===== src/logic/pwm_hall_pkg.sv =====
package pwm_hall_pkg;

    // ------------------------------------------------------------
    // Widths and mode codes
    // ------------------------------------------------------------
    localparam int TMR_W  = 16;
    localparam int ADDR_W = 4;
    localparam int NCH    = 3;

    typedef logic [3:0] mode_t;

    localparam mode_t MODE_HALL  = 4'h8;
    localparam mode_t MODE_HYST  = 4'h9;
    localparam mode_t MODE_MC_RF = 4'hA;  // Pin rise, position fall
    localparam mode_t MODE_MC_FR = 4'hB;  // Pin fall, position rise
    localparam mode_t MODE_MC_RR = 4'hC;  // Pin rise, position rise
    localparam mode_t MODE_MC_FF = 4'hD;  // Pin fall, position fall
    localparam mode_t MODE_MC_AA = 4'hE;  // Any edge on both
    localparam mode_t MODE_RSVD  = 4'hF;  // No capture, no compare

    // ------------------------------------------------------------
    // Register offsets
    // ------------------------------------------------------------
    localparam logic [3:0] OFS_MODE    = 4'h0;
    localparam logic [3:0] OFS_CC0     = 4'h1;
    localparam logic [3:0] OFS_CC1     = 4'h2;
    localparam logic [3:0] OFS_CC2     = 4'h3;
    localparam logic [3:0] OFS_PATTERN = 4'h4;
    localparam logic [3:0] OFS_SHADOW0 = 4'h5;
    localparam logic [3:0] OFS_STATUS  = 4'h8;
    localparam logic [3:0] OFS_TIMER   = 4'h9;

    // ------------------------------------------------------------
    // Reset values and counts
    // ------------------------------------------------------------
    localparam logic [15:0] RST_WORD      = 16'h0000;
    localparam logic [2:0]  RST_PATTERN   = 3'h0;
    localparam logic [5:0]  HALL_DT_LOAD  = 6'h08;
    localparam logic [5:0]  HALL_SAMPLE_AT = 6'h01;

endpackage


===== src/logic/cap_if.sv =====
`timescale 1ns/1ns
// Shared view of timer, modes and sampled inputs
interface cap_if;
    logic [15:0]      timer;
    logic [2:0][3:0]  modes;
    logic [2:0]       pin;
    logic [2:0]       pin_prev;
    logic [2:0]       pos;
    logic [2:0]       pos_prev;

    modport src (output timer, modes, pin, pin_prev, pos, pos_prev);
    modport snk (input  timer, modes, pin, pin_prev, pos, pos_prev);
endinterface


===== src/logic/hall_filter.sv =====
`timescale 1ns/1ns
module hall_filter #(
    parameter logic [5:0] DT_LOAD = pwm_hall_pkg::HALL_DT_LOAD
) (
    // Clock and reset
    input  wire logic       clk_i,
    input  wire logic       srst_i,
    // Shared inputs
    cap_if.snk              cif,
    input  wire logic       enable_i,
    // Filtered sample
    output logic            sample_stb_o,
    output logic [2:0]      sample_o
);
    import pwm_hall_pkg::*;

    logic [5:0] cnt;
    wire        any_edge = enable_i && (cif.pos != cif.pos_prev);
    wire        at_sample = (cnt == HALL_SAMPLE_AT);

    // Each new edge restarts the count; an edge landing in the count-one cycle is still sampled
    always_ff @(posedge clk_i) begin
        if (srst_i) begin
            cnt          <= 6'h00;
            sample_stb_o <= 1'b0;
            sample_o     <= RST_PATTERN;
        end else begin
            sample_stb_o <= at_sample && enable_i;
            if (at_sample)
                sample_o <= cif.pos;
            if (any_edge)
                cnt <= DT_LOAD;
            else if (cnt != 6'h00)
                cnt <= cnt - 6'h01;
        end
    end

    property p_sample_at_one;
        @(posedge clk_i) disable iff (srst_i)
        (at_sample && enable_i) |=> sample_stb_o && (sample_o == $past(cif.pos));
    endproperty
    a_sample_at_one: assert property (p_sample_at_one)
        else $error("hall sample not taken at count one");
endmodule


===== src/logic/edge_capture.sv =====
`timescale 1ns/1ns
module edge_capture (
    // Clock and reset
    input  wire logic        clk_i,
    input  wire logic        srst_i,
    // Shared inputs
    cap_if.snk               cif,
    // Capture results
    output logic [2:0]       main_hit_o,
    output logic [2:0][15:0] shadow_o
);
    import pwm_hall_pkg::*;

    // Mode decode, shared by pin and position paths
    function automatic logic hit(input mode_t m, input logic r, input logic f,
                                 input logic main);
        logic up;
        logic dn;
        up = main ? (m == MODE_MC_RF || m == MODE_MC_RR)
                  : (m == MODE_MC_FR || m == MODE_MC_RR);
        dn = main ? (m == MODE_MC_FR || m == MODE_MC_FF)
                  : (m == MODE_MC_RF || m == MODE_MC_FF);
        return (up && r) || (dn && f) || (m == MODE_MC_AA && (r || f));
    endfunction

    genvar n;
    generate
        for (n = 0; n < NCH; n++) begin : g_ch
            wire pr = cif.pin[n] && !cif.pin_prev[n];
            wire pf = !cif.pin[n] && cif.pin_prev[n];
            wire qr = cif.pos[n] && !cif.pos_prev[n];
            wire qf = !cif.pos[n] && cif.pos_prev[n];
            wire sh = hit(cif.modes[n], qr, qf, 1'b0);

            assign main_hit_o[n] = hit(cif.modes[n], pr, pf, 1'b1);

            // Shadow takes the timer on the selected position edge
            always_ff @(posedge clk_i) begin
                if (srst_i)
                    shadow_o[n] <= RST_WORD;
                else if (sh)
                    shadow_o[n] <= cif.timer;
            end

            property p_main_rise;
                @(posedge clk_i) disable iff (srst_i)
                ((cif.modes[n] == MODE_MC_RF || cif.modes[n] == MODE_MC_RR) && pr)
                |-> main_hit_o[n];
            endproperty
            a_main_rise: assert property (p_main_rise)
                else $error("pin rise did not capture");

            property p_shadow_fall;
                @(posedge clk_i) disable iff (srst_i)
                ((cif.modes[n] == MODE_MC_RF || cif.modes[n] == MODE_MC_FF) && qf)
                |=> shadow_o[n] == $past(cif.timer);
            endproperty
            a_shadow_fall: assert property (p_shadow_fall)
                else $error("position fall did not fill shadow");

            property p_reserved;
                @(posedge clk_i) disable iff (srst_i)
                (cif.modes[n] == MODE_RSVD) |=> !$past(main_hit_o[n])
                    && $stable(shadow_o[n]);
            endproperty
            a_reserved: assert property (p_reserved)
                else $error("reserved mode captured");
        end
    endgenerate
endmodule


===== src/logic/pwm_timer_hall_multi_capture.sv =====
// How it works
// - Hall code makes channel 0 capture and channels 1 and 2 compare.
// - Valid hall event captures timer into channel 0 register, then clears timer.
// - Channel 1 compare gives phase delay from hall event to output switching.
// - Channel 2 compare fires a time-out when the hall event is late.
// - Hall edge starts filter count; at one, inputs are sampled and compared.
// - Hysteresis mode: falling position edge clears state bit at once.
// - Hysteresis mode: state bit sets on compare only while position is high.
// - Multi-capture: pin edge of chosen polarity stores timer in main register.
// - Multi-capture: position edge of chosen polarity stores timer in shadow.
// - All-ones mode code does no capture and no compare.
//
// Design decisions made here: the plain strobed port and the address map.
`timescale 1ns/1ns
module pwm_timer_hall_multi_capture #(
    parameter logic [5:0] DT_LOAD = pwm_hall_pkg::HALL_DT_LOAD
) (
    // Clock and reset
    input  wire logic                              clk_i,
    input  wire logic                              srst_i,
    // Register port
    input  wire logic [pwm_hall_pkg::ADDR_W-1:0]   addr_i,
    input  wire logic [15:0]                       wdata_i,
    input  wire logic                              wr_i,
    input  wire logic                              rd_i,
    output logic      [15:0]                       rdata_o,
    // Channel pins and position inputs
    input  wire logic [2:0]                        chan_io_pin_i,
    input  wire logic [2:0]                        position_input_i,
    // Events and channel state
    output logic [2:0]                             chan_state_o,
    output logic                                   hall_evt_o,
    output logic                                   wrong_hall_o,
    output logic                                   phase_evt_o,
    output logic                                   timeout_evt_o
);
    import pwm_hall_pkg::*;

    // ------------------------------------------------------------
    // State
    // ------------------------------------------------------------
    logic [11:0]      mode_reg;
    logic [2:0][15:0] capcomp;
    logic [15:0]      pwm_timer;
    logic [2:0]       cur_pat;
    logic [2:0]       exp_pat;
    logic [2:0]       pin_prev;
    logic [2:0]       pos_prev;
    logic             ph_armed;
    logic             to_armed;
    logic [2:0]       last_sample;

    logic [2:0]       main_hit;
    logic [2:0][15:0] shadow;
    logic             sample_stb;
    logic [2:0]       sample;

    // ------------------------------------------------------------
    // Shared view for the sub-blocks
    // ------------------------------------------------------------
    cap_if cif ();

    assign cif.timer    = pwm_timer;
    assign cif.modes    = mode_reg;
    assign cif.pin      = chan_io_pin_i;
    assign cif.pin_prev = pin_prev;
    assign cif.pos      = position_input_i;
    assign cif.pos_prev = pos_prev;

    // ------------------------------------------------------------
    // Mode decode
    // ------------------------------------------------------------
    // Hall edge detection runs only when every field holds the code;
    // a partly set map is an illegal setup and gets no hall activity.
    wire mode0_hall = (mode_reg[3:0] == MODE_HALL);
    wire hall_all   = mode0_hall && (mode_reg[7:4] == MODE_HALL)
                      && (mode_reg[11:8] == MODE_HALL);

    // Pattern check of a filtered sample
    wire pat_new     = sample_stb && (sample != cur_pat);
    wire hall_valid  = hall_all && pat_new && (sample == exp_pat);
    wire hall_wrong  = hall_all && pat_new && (sample != exp_pat);

    // Compare matches in hall mode, each fires once per hall event
    wire phase_hit   = hall_all && ph_armed
                       && (pwm_timer == capcomp[1]);
    wire timeout_hit = hall_all && to_armed
                       && (pwm_timer == capcomp[2]);

    // Software strobes
    wire wr_mode = wr_i && (addr_i == OFS_MODE);
    wire wr_pat  = wr_i && (addr_i == OFS_PATTERN);

    // ------------------------------------------------------------
    // Sub-blocks
    // ------------------------------------------------------------
    hall_filter #(
        .DT_LOAD      (DT_LOAD)
    ) u_hall (
        .clk_i        (clk_i),
        .srst_i       (srst_i),
        .cif          (cif),
        .enable_i     (hall_all),
        .sample_stb_o (sample_stb),
        .sample_o     (sample)
    );

    edge_capture u_cap (
        .clk_i        (clk_i),
        .srst_i       (srst_i),
        .cif          (cif),
        .main_hit_o   (main_hit),
        .shadow_o     (shadow)
    );

    // ------------------------------------------------------------
    // Timer
    // ------------------------------------------------------------
    // Free running; a valid hall event restarts it so the captured
    // value is the time between hall events
    always_ff @(posedge clk_i) begin
        if (srst_i)
            pwm_timer <= RST_WORD;
        else if (hall_valid)
            pwm_timer <= RST_WORD;
        else
            pwm_timer <= pwm_timer + 16'h0001;
    end

    // ------------------------------------------------------------
    // Input history for edge detection
    // ------------------------------------------------------------
    always_ff @(posedge clk_i) begin
        if (srst_i) begin
            pin_prev <= 3'h0;
            pos_prev <= 3'h0;
        end else begin
            pin_prev <= chan_io_pin_i;
            pos_prev <= position_input_i;
        end
    end

    // ------------------------------------------------------------
    // Mode and pattern registers
    // ------------------------------------------------------------
    // Hardware update of the current pattern wins over a software write
    always_ff @(posedge clk_i) begin
        if (srst_i) begin
            mode_reg    <= 12'h000;
            cur_pat     <= RST_PATTERN;
            exp_pat     <= RST_PATTERN;
            last_sample <= RST_PATTERN;
        end else begin
            if (wr_mode)
                mode_reg <= wdata_i[11:0];
            if (wr_pat)
                exp_pat <= wdata_i[2:0];
            if (hall_valid)
                cur_pat <= sample;
            else if (wr_pat)
                cur_pat <= wdata_i[5:3];
            if (sample_stb)
                last_sample <= sample;
        end
    end

    // ------------------------------------------------------------
    // Capture/compare registers
    // ------------------------------------------------------------
    // A capture in the same cycle as a write keeps the capture; the
    // measured time matters more than a value software can rewrite.
    genvar n;
    generate
        for (n = 0; n < NCH; n++) begin : g_cc
            wire hw_store = main_hit[n] || (n == 0 && hall_valid);
            wire sw_store = wr_i && (addr_i == OFS_CC0 + 4'(n));
            always_ff @(posedge clk_i) begin
                if (srst_i)
                    capcomp[n] <= RST_WORD;
                else if (hw_store)
                    capcomp[n] <= pwm_timer;
                else if (sw_store)
                    capcomp[n] <= wdata_i;
            end
        end
    endgenerate

    // ------------------------------------------------------------
    // Hysteresis-like channel state
    // ------------------------------------------------------------
    // Clearing is immediate; dead-time before the active level is
    // applied by the output stage that reads this state.
    generate
        for (n = 0; n < NCH; n++) begin : g_st
            wire hyst   = (mode_reg[4*n +: 4] == MODE_HYST);
            wire p_fall = pos_prev[n] && !position_input_i[n];
            wire cmp_ev = pwm_timer == capcomp[n];
            wire st_set = hyst && position_input_i[n] && cmp_ev;
            always_ff @(posedge clk_i) begin
                if (srst_i)
                    chan_state_o[n] <= 1'b0;
                else if (!hyst)
                    chan_state_o[n] <= 1'b0;
                else if (p_fall)
                    chan_state_o[n] <= 1'b0;
                else if (st_set)
                    chan_state_o[n] <= 1'b1;
            end

            property p_fall_clears;
                @(posedge clk_i) disable iff (srst_i)
                (hyst && p_fall) |=> !chan_state_o[n];
            endproperty
            a_fall_clears: assert property (p_fall_clears)
                else $error("falling position edge left state set");

            property p_set_cause;
                @(posedge clk_i) disable iff (srst_i)
                $rose(chan_state_o[n]) |-> $past(st_set);
            endproperty
            a_set_cause: assert property (p_set_cause)
                else $error("state set without compare and high position");
        end
    endgenerate

    // ------------------------------------------------------------
    // Hall events and compare triggers
    // ------------------------------------------------------------
    // Arming at the hall event makes each compare fire once, even
    // though the timer may wrap and pass the value again.
    always_ff @(posedge clk_i) begin
        if (srst_i) begin
            ph_armed      <= 1'b0;
            to_armed      <= 1'b0;
            hall_evt_o    <= 1'b0;
            wrong_hall_o  <= 1'b0;
            phase_evt_o   <= 1'b0;
            timeout_evt_o <= 1'b0;
        end else begin
            ph_armed      <= hall_valid || (ph_armed && !phase_hit);
            to_armed      <= hall_valid || (to_armed && !timeout_hit);
            hall_evt_o    <= hall_valid;
            wrong_hall_o  <= hall_wrong;
            phase_evt_o   <= phase_hit;
            timeout_evt_o <= timeout_hit;
        end
    end

    // ------------------------------------------------------------
    // Register read
    // ------------------------------------------------------------
    // Decoded each cycle, registered; unmapped offsets read zero
    logic [15:0] next_rdata;
    always_comb begin
        next_rdata = RST_WORD;
        case (addr_i)
            OFS_MODE:    next_rdata = {4'h0, mode_reg};
            OFS_CC0:     next_rdata = capcomp[0];
            OFS_CC1:     next_rdata = capcomp[1];
            OFS_CC2:     next_rdata = capcomp[2];
            OFS_PATTERN: next_rdata = {10'h000, cur_pat, exp_pat};
            OFS_SHADOW0: next_rdata = shadow[0];
            OFS_SHADOW0 + 4'h1: next_rdata = shadow[1];
            OFS_SHADOW0 + 4'h2: next_rdata = shadow[2];
            OFS_STATUS:  next_rdata = {10'h000, last_sample, chan_state_o};
            OFS_TIMER:   next_rdata = pwm_timer;
            default:     next_rdata = RST_WORD;
        endcase
    end

    always_ff @(posedge clk_i) begin
        if (srst_i)
            rdata_o <= RST_WORD;
        else if (rd_i)
            rdata_o <= next_rdata;
        else
            rdata_o <= RST_WORD;
    end

    // ------------------------------------------------------------
    // Checks
    // ------------------------------------------------------------
    property p_hall_capture;
        @(posedge clk_i) disable iff (srst_i)
        hall_valid |=> (capcomp[0] == $past(pwm_timer)) && (pwm_timer == 16'h0000)
            && hall_evt_o;
    endproperty
    a_hall_capture: assert property (p_hall_capture)
        else $error("hall event did not capture and clear timer");

    property p_no_partial_hall;
        @(posedge clk_i) disable iff (srst_i)
        !hall_all |=> !hall_evt_o;
    endproperty
    a_no_partial_hall: assert property (p_no_partial_hall)
        else $error("hall event with incomplete hall setup");

    property p_ch0_capture;
        @(posedge clk_i) disable iff (srst_i)
        (mode0_hall && !hall_valid && !main_hit[0] && !(wr_i && addr_i == OFS_CC0))
        |=> $stable(capcomp[0]);
    endproperty
    a_ch0_capture: assert property (p_ch0_capture)
        else $error("channel 0 changed outside a hall capture");

    property p_phase;
        @(posedge clk_i) disable iff (srst_i)
        (hall_all && ph_armed && pwm_timer == capcomp[1] && !hall_valid)
        |=> phase_evt_o && !ph_armed;
    endproperty
    a_phase: assert property (p_phase)
        else $error("phase delay compare missed");

    property p_timeout;
        @(posedge clk_i) disable iff (srst_i)
        timeout_evt_o |-> $past(to_armed) && ($past(pwm_timer) == $past(capcomp[2]));
    endproperty
    a_timeout: assert property (p_timeout)
        else $error("time-out fired without its compare");

    property p_valid_pattern;
        @(posedge clk_i) disable iff (srst_i)
        hall_evt_o |-> $past(sample != cur_pat) && $past(sample == exp_pat)
            && (cur_pat == $past(sample));
    endproperty
    a_valid_pattern: assert property (p_valid_pattern)
        else $error("hall event on a non-matching pattern");
endmodule


===== config.mk =====
export PLATFORM = sky130hd
export DESIGN_NAME = pwm_timer_hall_multi_capture
export DESIGN_NICKNAME = d
export VERILOG_FILES = /design/src/logic/pwm_hall_pkg.sv /design/src/logic/cap_if.sv /design/src/logic/hall_filter.sv /design/src/logic/edge_capture.sv /design/src/logic/pwm_timer_hall_multi_capture.sv
export SDC_FILE = /design/constraint.sdc
export NUM_CORES = 1
export LEC_CHECK = 0
export BUFFER_PORTS_ARGS = -buffer_cell sky130_fd_sc_hd__buf_2
export CAP_MARGIN = 20
export CORE_AREA = 2 2 156 219
export CTS_BUF_LIST = sky130_fd_sc_hd__clkbuf_4 sky130_fd_sc_hd__clkbuf_8 sky130_fd_sc_hd__clkbuf_16
export DETAILED_ROUTE_END_ITERATION = 10
export DIE_AREA = 0 0 158 221
export GPL_TIMING_DRIVEN = 0
export SYNTH_ARGS = -nofsm -noshare
export SYNTH_HDL_FRONTEND = slang
export SYNTH_SLANG_ARGS = --single-unit

===== constraint.sdc =====
create_clock -name clk_i -period 1.6 [get_ports clk_i]
set_input_delay 0.24 -clock clk_i [delete_from_list [all_inputs] [get_ports clk_i]]
set_output_delay 0.24 -clock clk_i [all_outputs]
set_load 0.005 [all_outputs]

==> PnR_summary.wiki <==
{| class="wikitable"
! Metric !! Value
|-
| Outcome || finished, violations left
|-
| Violated checks || setup timing
|-
| Overall die area || 0.0349 sq mm
|-
| Total count of hold-check failures in the final report || 0
|-
| GRT Resource Usage Total || 19.4%
|-
| Most common cell in the synthesized netlist || sky130_fd_sc_hd__dfxtp_1
|-
| Number of antenna-violating nets in the routed design || 0
|-
| Worst EP required || 1.89 ns
|-
| Layout overhead on the synthesized area || 37.9%
|-
| Max Cap Violations || 0
|-
| Part of the cycle the worst path needs || 119%
|-
| Number of DRC markers after the initial detailed-route iteration || 729
|-
| Initial antenna violation count || 0
|-
| Width of the die || 158 um
|-
| Synthesized Nets || 1066
|-
| # IOs || 53
|-
| Commonest register cell after synthesis || sky130_fd_sc_hd__dfxtp_1
|-
| Mapped Cells || 1021
|-
| Arrival time at the worst endpoint || 2.20 ns
|-
| Cell area after synthesis || 0.00910 sq mm
|-
| Synth area leaders || sky130_fd_sc_hd__dfxtp_1, sky130_fd_sc_hd__mux2i_1, sky130_fd_sc_hd__nor2_1
|-
| Power Dens Cells || 843 mW/mm^2
|-
| Slew @ Worst Pin || 1.01 ns
|-
| Nature of the critical path startpoint || input port
|-
| Sequential cell area fraction in the yosys report || 38.3%
|-
| Utilization after layout || 38.0%
|-
| Post-detailed-placement cell area || 0.00995 sq mm
|-
| TritonCTS buffer count || 17
|-
| Number of inserted diodes || 0
|-
| Global route total overflow || 0
|-
| Top cells by count, synth || sky130_fd_sc_hd__dfxtp_1, sky130_fd_sc_hd__nor2_1, sky130_fd_sc_hd__nand2_1
|-
| Worst setup margin || -0.307 ns
|-
| Worst Setup Slack post-DPL || -0.703 ns
|-
| Count of nets after finishing || 1191
|-
| Reg clk slew, reported paths || 0.07 ns
|-
| Area share of the largest cell type after synthesis || 38.3%
|-
| Minimum clock period || 1.91 ns
|-
| Average wire per standard cell || 21.9 um
|-
| Final Wtd Congestion || 0.967
|-
| Final setup viols || 127
|-
| Filler cell count || 3307
|-
| Drt pass-1 iters || 5
|-
| Setup TNS || -16.87 ns
|-
| Unrepaired setup endpoints after global routing || yes
|-
| Flip-flop and latch count after synthesis || 174
|-
| Clock Skew || 0.0102 ns
|-
| Design area || 0.0125 sq mm
|-
| Initial core utilization || 27.6%
|-
| Highest fanout seen on the critical path || 10
|-
| Proportion of synthesized flip-flops having asynchronous set or reset || 0%
|-
| Relative slew slack || 32.8%
|-
| Via count normalized by instance count || 5.34
|-
| Number of remaining DRC errors || 0
|-
| Source-to-sink clock delay at the later pin of the worst-skew pair || 0.46 ns
|-
| Total half-perimeter wirelength after legalization and detailed placement || 24400 um
|-
| Vias in the first global route || 8374
|-
| WHS || 0.0773 ns
|-
| Floorplan Core Area || 0.0330 sq mm
|-
| H-tree levels || 4
|-
| Standard-cell row count || 79
|-
| Die boundary height || 221 um
|-
| Global-route wire length before repair || 50600 um
|-
| CTS Buffer Depth || 2
|-
| Number of buffer cells added on primary ports || 48
|-
| LEAKAGE || 4.35 nW
|-
| Proportion of layout cells with a drive suffix above 1 || 34.7%
|-
| Setup slack on the worst flop-to-flop path || -0.30 ns
|-
| Via count || 8571
|-
| F_max || 524 MHz
|-
| Hold crit path type || input port to flop
|-
| Classification of the worst setup path || input port to flop
|-
| Number of enable-type register cells in the synthesized netlist || 0
|-
| Master cell of the clock root buffer || sky130_fd_sc_hd__clkbuf_16
|-
| Cell variety after synth || 61
|-
| Warnings, synthesis || 0
|-
| Clock sink count || 174
|-
| Total wirelength of the detailed-routed design || 35100 um
|-
| Slew Limit Fails || 0
|-
| Clock tree from TritonCTS || yes
|-
| Mean Syn Cell Area || 8.91 sq um
|-
| Largest net degree at the start of global routing || 17
|-
| Worst IR drop on VDD || 0.755 mV
|-
| Post-synth top area cell || sky130_fd_sc_hd__dfxtp_1
|-
| Category of the worst setup path capture point || flop
|}
[placed cells by master, fill, tap and decap left out, types with 40 or more instances in the layout]
cell / instances
sky130_fd_sc_hd__nand3_1: 70
sky130_fd_sc_hd__buf_2: 60
sky130_fd_sc_hd__mux2i_1: 68
sky130_fd_sc_hd__xnor2_1: 42
sky130_fd_sc_hd__dfxtp_1: 150
sky130_fd_sc_hd__nand2_1: 92
sky130_fd_sc_hd__a311oi_2: 42
sky130_fd_sc_hd__nor2_1: 113
sky130_fd_sc_hd__buf_4: 40
[flip-flops by register name (all words and copies together), names as in the netlist]
signal and cells:
cif.pos_prev 3, cur_pat 3, hall_evt_o 1, timeout_evt_o 1, phase_evt_o 1, u_hall.sample_o 3, rdata_o 16, u_hall.cnt 6
u_cap.shadow_o 48, u_hall.sample_stb_o 1, to_armed 1, chan_state_o 3, wrong_hall_o 1, exp_pat 3, cif.modes 12, ph_armed 1
capcomp 48, cif.timer 16, last_sample 3, cif.pin_prev 3
[timing repair]
action,in CTS,in global routing
buffers inserted,29,30
gates cloned,9,4
pin swaps,42,58
hold buffers,0,0
gates resized for setup,119,171
setup endpoints to repair,144,137
[metrics by stage]
stage | power (mW) | cells
after floorplan | 5.40 | 1021
after global placement | 5.78 | 1514
after detailed placement | 5.79 | 1514
after CTS | 10.5 | 1578
after global routing | 10.9 | 1604
final | 10.6 | 1604
[path summary, 6_finish.rpt]
check	start	cells past startpoint	end
hold / removal	chan_io_pin_i[0]	3	cif.pin_prev[0]
hold reg to reg	u_cap.shadow_o[8]	2	u_cap.shadow_o[8]
setup reg to reg	cif.pin_prev[0]	7	capcomp[8]
setup / recovery	addr_i[1]	7	capcomp[8]
[power by group]
part	total (mW)	switching (mW)	internal, mW
Clock	4.52	1.97	2.55
Sequential	4.60	0.159	4.44
Combinational	1.46	0.887	0.569
Total	10.6	3.01	7.56
[area by class of cell]
cell class	instances	area [sq um]	share of cell area (%)
buffer	88	732	5.84
clock buffer	19	447	3.56
clock inverter	13	175	1.40
inverter	17	63.8	0.509
multi-input combinational	734	5910	47.1
sequential	174	3520	28.1
tap	445	557	4.44
timing repair buffer	114	1130	9.05
[critical path, stage by stage]
cell                       delay (ns)
sky130_fd_sc_hd__buf_4           0.15
sky130_fd_sc_hd__nand2b_1        0.25
sky130_fd_sc_hd__nor3_4          0.46
sky130_fd_sc_hd__nand2_1         0.37
sky130_fd_sc_hd__clkbuf_1        0.39
sky130_fd_sc_hd__nand2_1         0.21
sky130_fd_sc_hd__a311oi_2        0.12
[cells by family (layout without fill, tap and decap cells)]
group	Yosys count	count (layout)	synth area share, %
AOI/OAI and AO/OA	161	161	14.8
muxes	78	78	8.93
adders and majority gates	15	15	2.06
buffers and inverters	113	251	6.71
xor gates and xnor gates	74	74	7.12
and+or+nand+nor	406	406	22.1
DFF	174	174	38.3
[metal layers]
metal	global-route usage, %	vias up	wire, um	share of wire [%]
li1	-	3888	-	-
met1	21.4	4113	12600	36
met2	33.2	426	18000	51
met3	2.82	144	1790	5.1
met4	14.1	0	2640	7.5
met5	0	-	0	0
Note: power is estimated with default switching activity, not from simulation.
